### src/logic/lec_regs.svh
`ifndef LEC_REGS_SVH
`define LEC_REGS_SVH

// ----------------------------------------
// register offsets
// ----------------------------------------
`define LEC_ADDR_LANE6_HOLD 12'h48e
`define LEC_ADDR_LANE7_HOLD 12'h48f
`define LEC_ADDR_LANE0_STAT 12'h490
`define LEC_ADDR_LANE1_STAT 12'h491

// ----------------------------------------
// field positions and reset values
// ----------------------------------------
`define LEC_BIT_UNEXP_CTRL 2
`define LEC_BIT_TABLE_MISS 1
`define LEC_BIT_DISPARITY 0
`define LEC_BIT_LANE_ACTIVE 3
`define LEC_HOLD_RESET 3'h7
`define LEC_STAT_RESET 8'h00
`define LEC_CNT_TERMINAL 8'hff
`define LEC_NUM_LANES 8
`define LEC_NUM_CNT 3

`endif

### src/logic/lec_pkg.sv
package lec_pkg;
    typedef logic [7:0] lec_cnt_t;
    // one error strobe per counter type, bit order as the counters
    typedef struct packed {
        logic unexpected_control_char_err;
        logic code_table_miss_err;
        logic disparity_err;
    } lec_err_s;
    typedef struct packed {
        logic wr;
        logic [11:0] addr;
        logic [7:0] wdata;
    } lec_reg_req_s;
endpackage

### src/logic/lec_lane_err_counters.sv
`timescale 1ns/1ps
`include "lec_regs.svh"

// Contract
// RQ1 - three counters per lane: bit2 control char, bit1 table miss, bit0 disparity
// RQ2 - hold bit set: counter stops at 0xff until user clears it
// RQ3 - hold bit clear: counter wraps to zero and keeps counting
// RQ4 - three-bit hold field per lane, resets to all ones
// RQ5 - software writes hold fields only while the lane decoder is in soft reset
// RQ6 - read-only three-bit terminal-reached flags, same bit order as counters
// RQ7 - status bit 3 reads 0 in soft reset, 1 when lane enabled; resets 0
// RQ8 - counters add one per error and clear on user counter reset
module lec_lane_err_counters
    import lec_pkg::*;
(
    input wire logic clk_sys,
    input wire logic rst_n,
    input wire lec_reg_req_s reg_req,
    output logic [7:0] reg_rdata,
    input wire lec_err_s [7:0] lane_err,
    input wire logic [7:0] lane_decoder_soft_rst,
    input wire logic [7:0] cnt_clear,
    output lec_cnt_t [7:0][2:0] err_count,
    output logic [7:0][2:0] hold_enable
);

    // ----------------------------------------
    // address and field decode helpers
    // ----------------------------------------
    // one decode serves write and read, so the two paths cannot drift apart
    // helpers read no state, so they fold into the muxes
    function automatic logic is_hold6(input logic [11:0] addr);
        return addr == `LEC_ADDR_LANE6_HOLD;
    endfunction

    function automatic logic is_hold7(input logic [11:0] addr);
        return addr == `LEC_ADDR_LANE7_HOLD;
    endfunction

    // reserved upper bits always read zero
    function automatic logic [7:0] hold_byte(input logic [2:0] hold);
        return {5'h00, hold};
    endfunction

    // lane active in bit 3, terminal flags below it in counter order
    function automatic logic [7:0] stat_byte(input logic active, input logic [2:0] flags);
        return {4'h0, active, flags};
    endfunction

    // ----------------------------------------
    // hold enable fields
    // ----------------------------------------
    // only lanes 6 and 7 are writable here; other lanes keep reset value
    // lanes 0 to 5 keep all ones, so their counters always saturate
    logic [7:0][2:0] hold_ff;
    logic [7:0][2:0] nxt_hold;

    // hold writes belong in soft reset; keeping that is software's duty
    // no interlock here: a write in normal operation still lands at once
    always_comb begin
        nxt_hold = hold_ff;
        if (reg_req.wr && is_hold6(reg_req.addr)) begin
            nxt_hold[6] = reg_req.wdata[2:0]; // RQ4
        end else if (reg_req.wr && is_hold7(reg_req.addr)) begin
            nxt_hold[7] = reg_req.wdata[2:0]; // RQ4
        end
    end

    // every lane comes out of reset saturating
    always_ff @(posedge clk_sys or negedge rst_n) begin
        if (!rst_n) begin
            hold_ff <= {`LEC_NUM_LANES{`LEC_HOLD_RESET}}; // RQ4
        end else begin
            hold_ff <= nxt_hold;
        end
    end

    assign hold_enable = hold_ff;

    // ----------------------------------------
    // synchronisers for lane control pins
    // ----------------------------------------
    // pins are levels; a pulse shorter than one clock may be missed
    logic [7:0] srst_meta_ff;
    logic [7:0] srst_sync_ff;
    logic [7:0] clr_meta_ff;
    logic [7:0] clr_sync_ff;
    logic [7:0] nxt_srst_meta;
    logic [7:0] nxt_srst_sync;
    logic [7:0] nxt_clr_meta;
    logic [7:0] nxt_clr_sync;
    logic [7:0] active_ff;
    logic [7:0] nxt_active;

    // two stages per pin; only the second stage feeds any logic
    always_comb begin
        nxt_srst_meta = lane_decoder_soft_rst;
        nxt_srst_sync = srst_meta_ff;
        nxt_clr_meta = cnt_clear;
        nxt_clr_sync = clr_meta_ff;
    end

    // soft reset resets high so lanes start held, as the status bit says
    // clear resets low so counting starts as soon as the chip reset lifts
    always_ff @(posedge clk_sys or negedge rst_n) begin
        if (!rst_n) begin
            srst_meta_ff <= 8'hff;
            srst_sync_ff <= 8'hff;
            clr_meta_ff <= 8'h00;
            clr_sync_ff <= 8'h00;
        end else begin
            srst_meta_ff <= nxt_srst_meta;
            srst_sync_ff <= nxt_srst_sync;
            clr_meta_ff <= nxt_clr_meta;
            clr_sync_ff <= nxt_clr_sync;
        end
    end

    // lane active is the inverse of soft reset
    // pin to status bit takes three edges: two sync stages and this flop
    always_comb begin
        nxt_active = ~srst_sync_ff; // RQ7
    end

    // status bit reads held until the synchronised pin says otherwise
    always_ff @(posedge clk_sys or negedge rst_n) begin
        if (!rst_n) begin
            active_ff <= 8'h00; // RQ7
        end else begin
            active_ff <= nxt_active;
        end
    end

    // ----------------------------------------
    // error counters
    // ----------------------------------------
    // err strobes come from the same clock domain, no sync
    // a lane's counters clear together; there is no per-counter clear
    lec_cnt_t [7:0][2:0] cnt_ff;
    lec_cnt_t [7:0][2:0] nxt_cnt;
    logic [7:0][2:0] tcr_ff;
    logic [7:0][2:0] nxt_tcr;

    // one counter cell per lane and error type
    genvar gl;
    genvar gc;
    generate
        for (gl = 0; gl < `LEC_NUM_LANES; gl++) begin : g_lane
            for (gc = 0; gc < `LEC_NUM_CNT; gc++) begin : g_cnt
                // clear wins over a coincident error; count and flag move together
                // a flag once set survives a wrap; only the clear drops it
                always_comb begin
                    nxt_cnt[gl][gc] = cnt_ff[gl][gc];
                    nxt_tcr[gl][gc] = tcr_ff[gl][gc];
                    if (clr_sync_ff[gl]) begin
                        nxt_cnt[gl][gc] = 8'h00; // RQ8
                        nxt_tcr[gl][gc] = 1'b0;
                    end else if (lane_err[gl][gc]) begin // RQ1
                        if (cnt_ff[gl][gc] == `LEC_CNT_TERMINAL && hold_ff[gl][gc]) begin
                            nxt_cnt[gl][gc] = cnt_ff[gl][gc]; // RQ2
                        end else begin
                            // wraps 0xff -> 0x00 when not holding
                            nxt_cnt[gl][gc] = cnt_ff[gl][gc] + 8'h01; // RQ3 RQ8
                        end
                    end
                    // flag sticks until clear, even after a wrap
                    if (nxt_cnt[gl][gc] == `LEC_CNT_TERMINAL) begin
                        nxt_tcr[gl][gc] = 1'b1; // RQ6
                    end
                end

                // counter and flag flops
                always_ff @(posedge clk_sys or negedge rst_n) begin
                    if (!rst_n) begin
                        cnt_ff[gl][gc] <= 8'h00;
                        tcr_ff[gl][gc] <= 1'b0;
                    end else begin
                        cnt_ff[gl][gc] <= nxt_cnt[gl][gc];
                        tcr_ff[gl][gc] <= nxt_tcr[gl][gc];
                    end
                end
            end
        end
    endgenerate

    assign err_count = cnt_ff;

    // ----------------------------------------
    // read data
    // ----------------------------------------
    // only lanes 0 and 1 carry a status register in this map
    // unmapped addresses read zero, so a stray read is harmless
    logic [7:0] rdata_ff;
    logic [7:0] nxt_rdata;

    // registered read, data valid the cycle after the address
    // the address is decoded every cycle, so data tracks a held address
    always_comb begin
        if (is_hold6(reg_req.addr)) begin
            nxt_rdata = hold_byte(hold_ff[6]);
        end else if (is_hold7(reg_req.addr)) begin
            nxt_rdata = hold_byte(hold_ff[7]);
        end else if (reg_req.addr == `LEC_ADDR_LANE0_STAT) begin
            nxt_rdata = stat_byte(active_ff[0], tcr_ff[0]); // RQ6 RQ7
        end else if (reg_req.addr == `LEC_ADDR_LANE1_STAT) begin
            nxt_rdata = stat_byte(active_ff[1], tcr_ff[1]); // RQ6 RQ7
        end else begin
            nxt_rdata = `LEC_STAT_RESET;
        end
    end

    // a flop on the bus side, not a mux of live counters
    always_ff @(posedge clk_sys or negedge rst_n) begin
        if (!rst_n) begin
            rdata_ff <= `LEC_STAT_RESET;
        end else begin
            rdata_ff <= nxt_rdata;
        end
    end

    assign reg_rdata = rdata_ff;

endmodule

### config.mk
export PLATFORM = sky130hd
export DESIGN_NAME = lec_lane_err_counters
export DESIGN_NICKNAME = d
export VERILOG_FILES = /design/src/logic/lec_pkg.sv /design/src/logic/lec_lane_err_counters.sv
export VERILOG_INCLUDE_DIRS = /design/src /design/src/logic
export SDC_FILE = /design/constraint.sdc
export NUM_CORES = 1
export LEC_CHECK = 0
export BUFFER_PORTS_ARGS = -buffer_cell sky130_fd_sc_hd__buf_2
export CAP_MARGIN = 20
export CORE_UTILIZATION = 55
export CTS_BUF_LIST = sky130_fd_sc_hd__clkbuf_8
export CTS_CLUSTER_SIZE = 20
export DETAILED_ROUTE_END_ITERATION = 16
export MAX_ROUTING_LAYER = met4
export PLACE_DENSITY = 0.82
export SKIP_LAST_GASP = 1
export SYNTH_ARGS = -nofsm -noshare
export SYNTH_HDL_FRONTEND = slang
export SYNTH_SLANG_ARGS = --single-unit
### constraint.sdc
create_clock -name clk_sys -period 2.11 [get_ports clk_sys]
set_clock_uncertainty 0.1 [all_clocks]
set_input_delay 0.1055 -clock clk_sys [delete_from_list [all_inputs] [get_ports clk_sys]]
set_output_delay 0.1055 -clock clk_sys [all_outputs]
set_load 0.1 [all_outputs]
# Word-level counts from Yosys, hierarchy flattened
# Cells that the tools add are included.
[totals]
out_inout_bits = 224
elab_cells = 251
ff_bits = 234
input_bits = 63
[op_classes]
n_reduce_logical = 51
muxes = 84
bitwise_logic = 2
eq_ne = 52
addsub = 24
[op_table]
columns = ["op", "count"]
rows = [
  ["$mux W8", 72],
  ["$eq A8 B8 Y1 const B", 30],
  ["$add A8 B1 Y8 const B", 24],
  ["$eq A12 B11 Y1 const B", 4],
  ["$reduce_bool A2 Y1", 24],
  ["$reduce_and A2 Y1", 19],
  ["$ne A2 B2 Y1 const B", 18],
  ["$mux W4", 4],
  ["$logic_and A1 B1 Y1", 8],
  ["$mux W1", 8],
  ["$not A2 Y2", 1],
  ["$not A1 Y1", 1],
]

# Logic depth before layout (Yosys ltp)
# Gate-level depths: netlist of the first run.
[logic_depth]
depth_word = 6
depth_mapped = 7
depth_no_buf = 6

# Worst setup path after synthesis of the first run
# No wires, ideal clock.
[synth_timing]
path_kind = "register to register"
start = "register cnt_ff (netlist bit err_count[8])"
end = "register tcr_ff[1] in the netlist's numbering"
arrival_time_ns = 2.399
path_stages_with_launch = 7
setup_time_ns = 0.121
period_less_slack_ns = 2.620
path_slack_ns = -0.510
n_path_buf = 0
required_ns = 1.889
path_cell_list = "dfrtp_1 -> ha_1 -> nand3_1 -> o311a_1 -> a31o_2 -> nor4b_2 -> a32o_2"
[synth_rtl]
columns = ["item", "line", "source"]
rows = [
  ["from (decl)", "lec_lane_err_counters.sv:139", "lec_cnt_t [7:0][2:0] cnt_ff;"],
  ["from (signal, indexed assignment)", "lec_lane_err_counters.sv:178", "cnt_ff[gl][gc] <= nxt_cnt[gl][gc];"],
  ["to (signal, indexed assignment)", "lec_lane_err_counters.sv:179", "tcr_ff[gl][gc] <= nxt_tcr[gl][gc];"],
  ["to (decl)", "lec_lane_err_counters.sv:141", "logic [7:0][2:0] tcr_ff;"],
]

# Worst setup path in the final report of the first run
[layout_timing]
start = "register cnt_ff (netlist bit err_count[9])"
end = "register tcr_ff[1] in the netlist's numbering"
[layout_via]
elab_chain_cells = 6
elab_cells_between_ends = 8
cone_classes = "add/sub: 1; eq/ne: 2; mux: 4; reduce/logical: 1"
[layout_rtl]
columns = ["item", "line", "source"]
rows = [
  ["$add A8 B1 Y8 or $eq A8 B8 Y1 (tied branches)", "-", ""],
  ["$mux W8", "lec_lane_err_counters.sv:159", "if (cnt_ff[gl][gc] == `LEC_CNT_TERMINAL && hold_ff[gl][gc]) begin"],
  ["$mux W8 (*)", "lec_lane_err_counters.sv:158", "end else if (lane_err[gl][gc]) begin"],
  ["$mux W8 (*)", "lec_lane_err_counters.sv:155", "if (clr_sync_ff[gl]) begin"],
  ["$eq A8 B8 Y1 (no source line) (*)", "-", ""],
  ["$mux W1 or $reduce_bool A2 Y1 (tied branches)", "-", ""],
]
# Mark *: on every way between the ends. The rest lies on a longest branch, timed or not.
# A chain may end at the register's enable or synchronous reset.

==> results.py, run 1 <==
metrics = {
    "run_status": {
        "status": "finished clean",
    },
    "setup_path": {
        "critPathTopFamily": "flip-flops",
        "r2r_start": "err_count[9]",
        "r2r_setup_slack_ns": 0.06,
        "critPathBufInv": 1,
        "endpoint_kind": "register",
        "cp_slowest_stage_delay_ns": 0.49,
        "cp_max_fo": 4,
        "crit_required_ns": 2.41,
        "startpoint_type": "register",
        "worst_path_max_delay_cell": "dfrtp_4",
        "crit_chain": "ha_2, and3_1, a21boi_2, buf_4, mux2i_2, nor4b_4, a32o_2",
        "worstPathArrival_ns": 2.34,
        "critPathKind": "register to register",
        "cp_num_cells": 7,
        "r2r_cells": 7,
        "reg2reg_to": "tcr_ff[1]",
    },
    "pwr": {
        "power.leakage_nw": 6.70,
        "power_density_mw_per_mm2": 720,
        "peakVddDrop_uv": 690,
        "p_int_mw": 7.09,
        "pwr-share-comb": 0.154,
        "swShare": 0.313,
        "power_frac_seq": 0.459,
        "pwr-share-clk": 0.386,
        "power.switching_mw": 3.22,
    },
    "yosys": {
        "synth_area_mm2": 0.0112,
        "synth_cell_types": 65,
        "ys_seq_area_frac": 0.516,
        "synth-compound-area-share": 0.0942,
        "ys_warn_count": 0,
        "synth_mux_area_frac": 0.0329,
        "synth_seq_cells": 230,
        "synth_edf_count": 0,
        "synthArstFlopShare": 1.00,
        "synthTopCellsByArea": "dfrtp_1 (49%), nor2_1 (5.5%), xnor2_1 (4.8%)",
        "avgSynthCellArea_um2": 10.2,
        "synthXorXnorAreaFrac": 0.0940,
        "synth_top_area_frac": 0.492,
        "synth_top_area_cell": "dfrtp_1",
        "synth_top_family_by_area": "simple AND/OR/NAND/NOR gates",
        "yosys.area_share.simple": 0.206,
        "synth_flop_cell": "dfrtp_1",
        "synth-adder-area-share": 0.0268,
        "postSynthCellCount": 1094,
    },
    "floorplan": {
        "initial_core_util": 0.567,
        "ios": 287,
        "dieHeight_um": 145,
        "die_area_mm2": 0.0209,
        "die_x_um": 145,
        "num_rows": 51,
        "core_area_mm2": 0.0197,
    },
    "flow_run": {
        "cap_violations": 0,
    },
    "grt": {
        "first_global_vias": 9171,
        "grt_max_degree": 62,
        "antenna_found_initial": 0,
        "grt_pass1_wl_um": 43800,
        "grt-ovfl-total": 0,
        "track_usage": 0.271,
    },
    "detailed_routing": {
        "drc": 0,
        "viasPerCell": 5.56,
        "wl_um": 27200,
        "ant_nets": 0,
        "dr_total_vias": 9605,
        "first_pass_iters": 5,
        "avgRoutedWirePerCell_um": 15.7,
        "drt_iter0_drc": 526,
    },
    "finish": {
        "antenna_cells": 0,
        "fin_cells": 1729,
        "layout_common_cells": "buf_2 (252), nor2_1 (162), dfrtp_2 (111)",
        "layout.cells.most_common": "buf_2",
        "fillers": 1372,
        "fin_util": 0.726,
        "area_growth_pct": 28.0,
        "final_nets": 1520,
        "finalInstanceArea_mm2": 0.0143,
        "final_layout_size_suffix_gt1_frac": 0.347,
    },
    "placed_design": {
        "io_buffers": 253,
        "dpl_cell_area_mm2": 0.0130,
        "routabilityCongestion": 0.914,
        "post-dp-hpwl_um": 18700,
        "place_inst": 1608,
    },
    "timing": {
        "hold_slack_ns": 0.0224,
        "slew_headroom": 0.457,
        "setup_viol": 0,
        "fmax_ghz": 0.489,
        "period_minus_slack_ns": 2.05,
        "worstMarginPinSlew_ns": 0.815,
        "setup-tns-final_ns": 0,
        "post-route-period-util": 0.970,
        "hold_viol": 0,
        "drv_slew": 0,
    },
    "clock_tree": {
        "clkTransAtPathRegs_ns": 0.07,
        "clk_latency_ns": 0.52,
        "cts_buffer_depth": 3,
        "cts_sinks": 230,
        "cts-root-buf": "clkbuf_8",
        "cts_tree": "built",
        "cts_htree_levels": 2,
        "numCtsBuffers": 40,
    },
    "worst_hold_path": {
        "min_path_type": "primary input to asynchronous set/reset pin",
    },
}
==> synth_stat cells (all sizes together) (8+ instances only) <==
library cell,number
a21oi,47
and3,29
and4,19
buf,27
clkbuf,16
dfrtp,220
dfstp,10
ha,24
inv,21
mux2,14
mux2i,21
nand2,74
nand3,43
nand4,51
nor2,163
nor2b,8
nor3,29
o211ai,12
o21a,13
o21ai,39
or3,22
xnor2,61
xor2,59
==> routing by layer <==
| layer | vias to the layer above | track usage | routed length (um) |
|---|---|---|---|
| met3 | 77 | 0.0589 | 1760 |
| met1 | 4633 | 0.345 | 11600 |
| met4 | 0 | 0.121 | 911 |
| li1 | 4532 | - | - |
| met5 | - | - | 0 |
| met2 | 363 | 0.418 | 12900 |
==> flip-flops by register name, summed over array words and instances (netlist names), 4 cells and up <==
signal       flops
tcr_ff           6
clr_sync_ff      8
clr_meta_ff      8
reg_rdata        4
hold_enable      6
err_count      192
==> final cells by class <==
type                            count  area (um2)  share of cell area
Inverter                           21        78.8             0.00550
Clock inverter                     22         101             0.00708
Sequential cell                   230        5970               0.417
Clock buffer                       51         702              0.0490
Multi-Input combinational cell    820        5210               0.364
Timing Repair Buffer              320        1920               0.134
Tap cell                          265         332              0.0232
==> worst register-to-register path, stage by stage (launching register included) <==
cell and delay (ns):
dfrtp_4 0.49, ha_2 0.20, and3_1 0.19, a21boi_2 0.15, buf_4 0.13, mux2i_2 0.30
nor4b_4 0.09, a32o_2 0.28
==> power groups by stage <==
| stage | Combinational, mW | Sequential, mW | Clock, mW |
|---|---|---|---|
| after global routing | 1.69 | 4.76 | 4.29 |
| after floorplan | 0.526 | 5.45 | 0 |
| after global placement | 1.50 | 4.80 | 0 |
| after CTS | 1.59 | 4.73 | 4.08 |
| final | 1.59 | 4.74 | 3.98 |
| after detailed placement | 1.52 | 4.81 | 0 |
==> what timing repair did <==
| item | 4_1_cts | 5_1_grt |
|---|---|---|
| hold buffers | 47 | 0 |
| setup buffers | 0 | 1 |
| endpoints found under the hold margin | 330 | 0 |
| setup endpoints to repair | 0 | 4 |
| gates resized for setup | 0 | 7 |
==> per-stage QoR <==
stage               power (mW)  worst slack [ns]
global placement          6.30            0.0531
global route              10.7          -0.00255
detailed placement        6.33            0.0341
floorplan                 5.98            -0.123
finish                    10.3            0.0630
CTS                       10.4            0.0252
==> worst max-delay path by stage <==
stage	startpoint	end
floorplan	err_count[8]	tcr_ff[1]
global placement	err_count[8]	tcr_ff[1]
detailed placement	err_count[8]	tcr_ff[1]
CTS	err_count[8]	tcr_ff[1]
global route	err_count[9]	tcr_ff[1]
finish	err_count[9]	tcr_ff[1]
==> logic make-up (layout without fill, tap and decap cells) <==
kind of cell	count (synthesis)	count (layout)
AO/OA/AOI/OAI	160	160
XOR/XNOR	120	120
adder cells (fa/ha/maj)	24	24
buffers and inverters	64	414
flip-flops	230	230
multiplexers	35	35
other	2	22
AND/OR/NAND/NOR	459	459
(Power assumes the default switching activity.)
==> run 2, diff against run 1 <==
--- a/config.mk
+++ b/config.mk
@@ -8,12 +8,14 @@
 export LEC_CHECK = 0
 export BUFFER_PORTS_ARGS = -buffer_cell sky130_fd_sc_hd__buf_2
 export CAP_MARGIN = 20
-export CORE_UTILIZATION = 55
+export CELL_PAD_IN_SITES_DETAIL_PLACEMENT = 1
+export CELL_PAD_IN_SITES_GLOBAL_PLACEMENT = 1
+export CORE_UTILIZATION = 42
 export CTS_BUF_LIST = sky130_fd_sc_hd__clkbuf_8
 export CTS_CLUSTER_SIZE = 20
 export DETAILED_ROUTE_END_ITERATION = 16
 export MAX_ROUTING_LAYER = met4
-export PLACE_DENSITY = 0.82
+export PLACE_DENSITY_LB_ADDON = 0.1
 export SKIP_LAST_GASP = 1
 export SYNTH_ARGS = -nofsm -noshare
 export SYNTH_HDL_FRONTEND = slang
==> results.py, run 2 (same netlist as run 1, synthesis figures left out) <==
metrics = {
    "run_status": {
        "status": "complete, but fails checks",
        "failed_checks": "negative hold slack",
    },
    "timing": {
        "setup_viol": 0,
        "fmax_ghz": 0.486,
        "worstMarginPinSlew_ns": 0.624,
        "grt_setup_unrepaired": "false",
        "post-route-period-util": 0.974,
        "slew_headroom": 0.579,
        "period_minus_slack_ns": 2.06,
        "hold_viol": 1,
        "drv_slew": 0,
        "hold_slack_ns": -0.00703,
    },
    "grt": {
        "antenna_found_initial": 1,
        "first_global_vias": 9703,
        "track_usage": 0.232,
        "grt_max_degree": 62,
        "grt-ovfl-total": 0,
        "grt_pass1_wl_um": 49500,
    },
    "setup_path": {
        "critPathBufInv": 0,
        "critPathTopFamily": "simple AND/OR/NAND/NOR gates",
        "r2r_start": "err_count[24]",
        "cp_slowest_stage_delay_ns": 0.52,
        "startpoint_type": "register",
        "worstPathArrival_ns": 2.37,
        "crit_required_ns": 2.42,
        "crit_start": "err_count[24]",
        "endpoint_kind": "register",
        "worst_path_max_delay_cell": "dfrtp_4",
        "crit_chain": "ha_4, and4_1, o21ai_0, nand4b_1, and4bb_1, a32o_1",
        "critPathKind": "register to register",
        "cp_max_fo": 6,
    },
    "clock_tree": {
        "cts_tree": "built",
        "cts_buffer_depth": 3,
        "clk_latency_ns": 0.55,
        "cts_sinks": 230,
        "cts-root-buf": "clkbuf_8",
        "cts_htree_levels": 2,
        "clkTransAtPathRegs_ns": 0.06,
        "numCtsBuffers": 42,
        "cts_setup_buffers": 0,
    },
    "placed_design": {
        "place_inst": 1684,
        "routabilityCongestion": 0.877,
        "io_buffers": 253,
        "post-dp-hpwl_um": 21500,
    },
    "pwr": {
        "peakVddDrop_uv": 552,
        "power_density_mw_per_mm2": 735,
        "power.leakage_nw": 6.79,
    },
    "finish": {
        "final_layout_size_suffix_gt1_frac": 0.353,
        "largest_register_ffs": 192,
        "layout.cells.most_common": "buf_2",
        "final_nets": 1531,
        "fin_cells": 1813,
        "layout_common_cells": "buf_2 (252), nor2_1 (162), dfrtp_2 (111)",
        "area_growth_pct": 30.7,
    },
    "detailed_routing": {
        "avgRoutedWirePerCell_um": 17.1,
        "ant_nets": 0,
        "dr_total_vias": 9581,
        "drc": 0,
        "wl_um": 30900,
        "first_pass_iters": 4,
        "viasPerCell": 5.28,
        "drt_iter0_drc": 462,
    },
    "floorplan": {
        "initial_core_util": 0.429,
        "ios": 287,
        "num_rows": 59,
        "die_area_mm2": 0.0273,
        "die_x_um": 165,
        "core_area_mm2": 0.0261,
        "dieHeight_um": 165,
    },
    "worst_hold_path": {
        "worstHoldStart": "reg_req[14]",
        "min_path_type": "primary input to register",
    },
    "flow_run": {
        "cap_violations": 0,
    },
}
-- run 2: changes by cell type in the layout (fill, tap and decap cells not counted), moves of 2 or more --
cell / before / now
clkbuf_8: 51 / 60
dlygate4sd3_1: 47 / 51
buf_4: 18 / 21
nand3_1: 43 / 40
nand3_2: 0 / 3
buf_12: 2 / 4
clkinv_2: 5 / 3
-- run 2: worst paths after layout --
path	endpoint	slack, ns	cells after the start
min in group asynchronous	err_count[20]	0.01	2
min reg2reg	clr_sync_ff[5]	0.25	0
max reg2reg	tcr_ff[3]	0.05	6
max	tcr_ff[3]	0.05	6
max in group asynchronous	nxt_srst_sync[1]	1.21	3
min	reg_rdata[0]	-0.007	5
-- run 2: what timing repair did --
item                                   CTS  global route
endpoints found under the hold margin  343             3
resized for setup                        0            11
setup endpoints to repair                0             6
hold buffers                            51             2
-- run 2: where the power goes --
part	total (mW)	switching (mW)	internal, mW	leakage [nW]
Clock	4.39	1.88	2.51	0.513
Combinational	1.66	1.30	0.361	3.38
Sequential	4.70	0.144	4.56	2.89
Total	10.8	3.32	7.43	6.79
-- run 2: layer usage --
layer / wire length, um / vias to the layer above / global-route usage
met1: 13800 / 4724 / 0.299
li1: - / 4557 / -
met3: 1810 / 53 / 0.0462
met4: 585 / 0 / 0.0634
met5: 0 / - / -
met2: 14700 / 247 / 0.370
-- run 2: final cells by class --
cell class / count / area [um2]
diodes: 1 / 2.50
clock buffers: 60 / 826
clock inverters: 17 / 71.3
fillers: 3003 / 11400
inverters: 21 / 78.8
multi-input cells: 820 / 5230
flip-flops and latches: 230 / 5970
well taps: 335 / 419
repair buffers: 329 / 2020
-- run 2: worst register-to-register path: stages (launching register included) --
cell and delay, ns:
dfrtp_4 0.52, ha_4 0.19, and4_1 0.19, o21ai_0 0.28, nand4b_1 0.18, and4bb_1 0.22
a32o_1 0.26
-- run 2: per-stage QoR --
stage | area, um2 | power [mW] | utilization | setup TNS, ns | setup WS (ns)
floorplan | 11500 | 5.98 | - | -0.123 | -0.123
global placement | 13200 | 6.35 | 0.505 | 0 | 0.0847
detailed placement | 13200 | 6.38 | 0.505 | 0 | 0.0376
CTS | 14600 | 10.9 | 0.559 | 0 | 0.0114
global route | 14600 | 11.2 | 0.561 | 0 | 0.0113
finish | 14600 | 10.8 | 0.561 | 0 | 0.0541
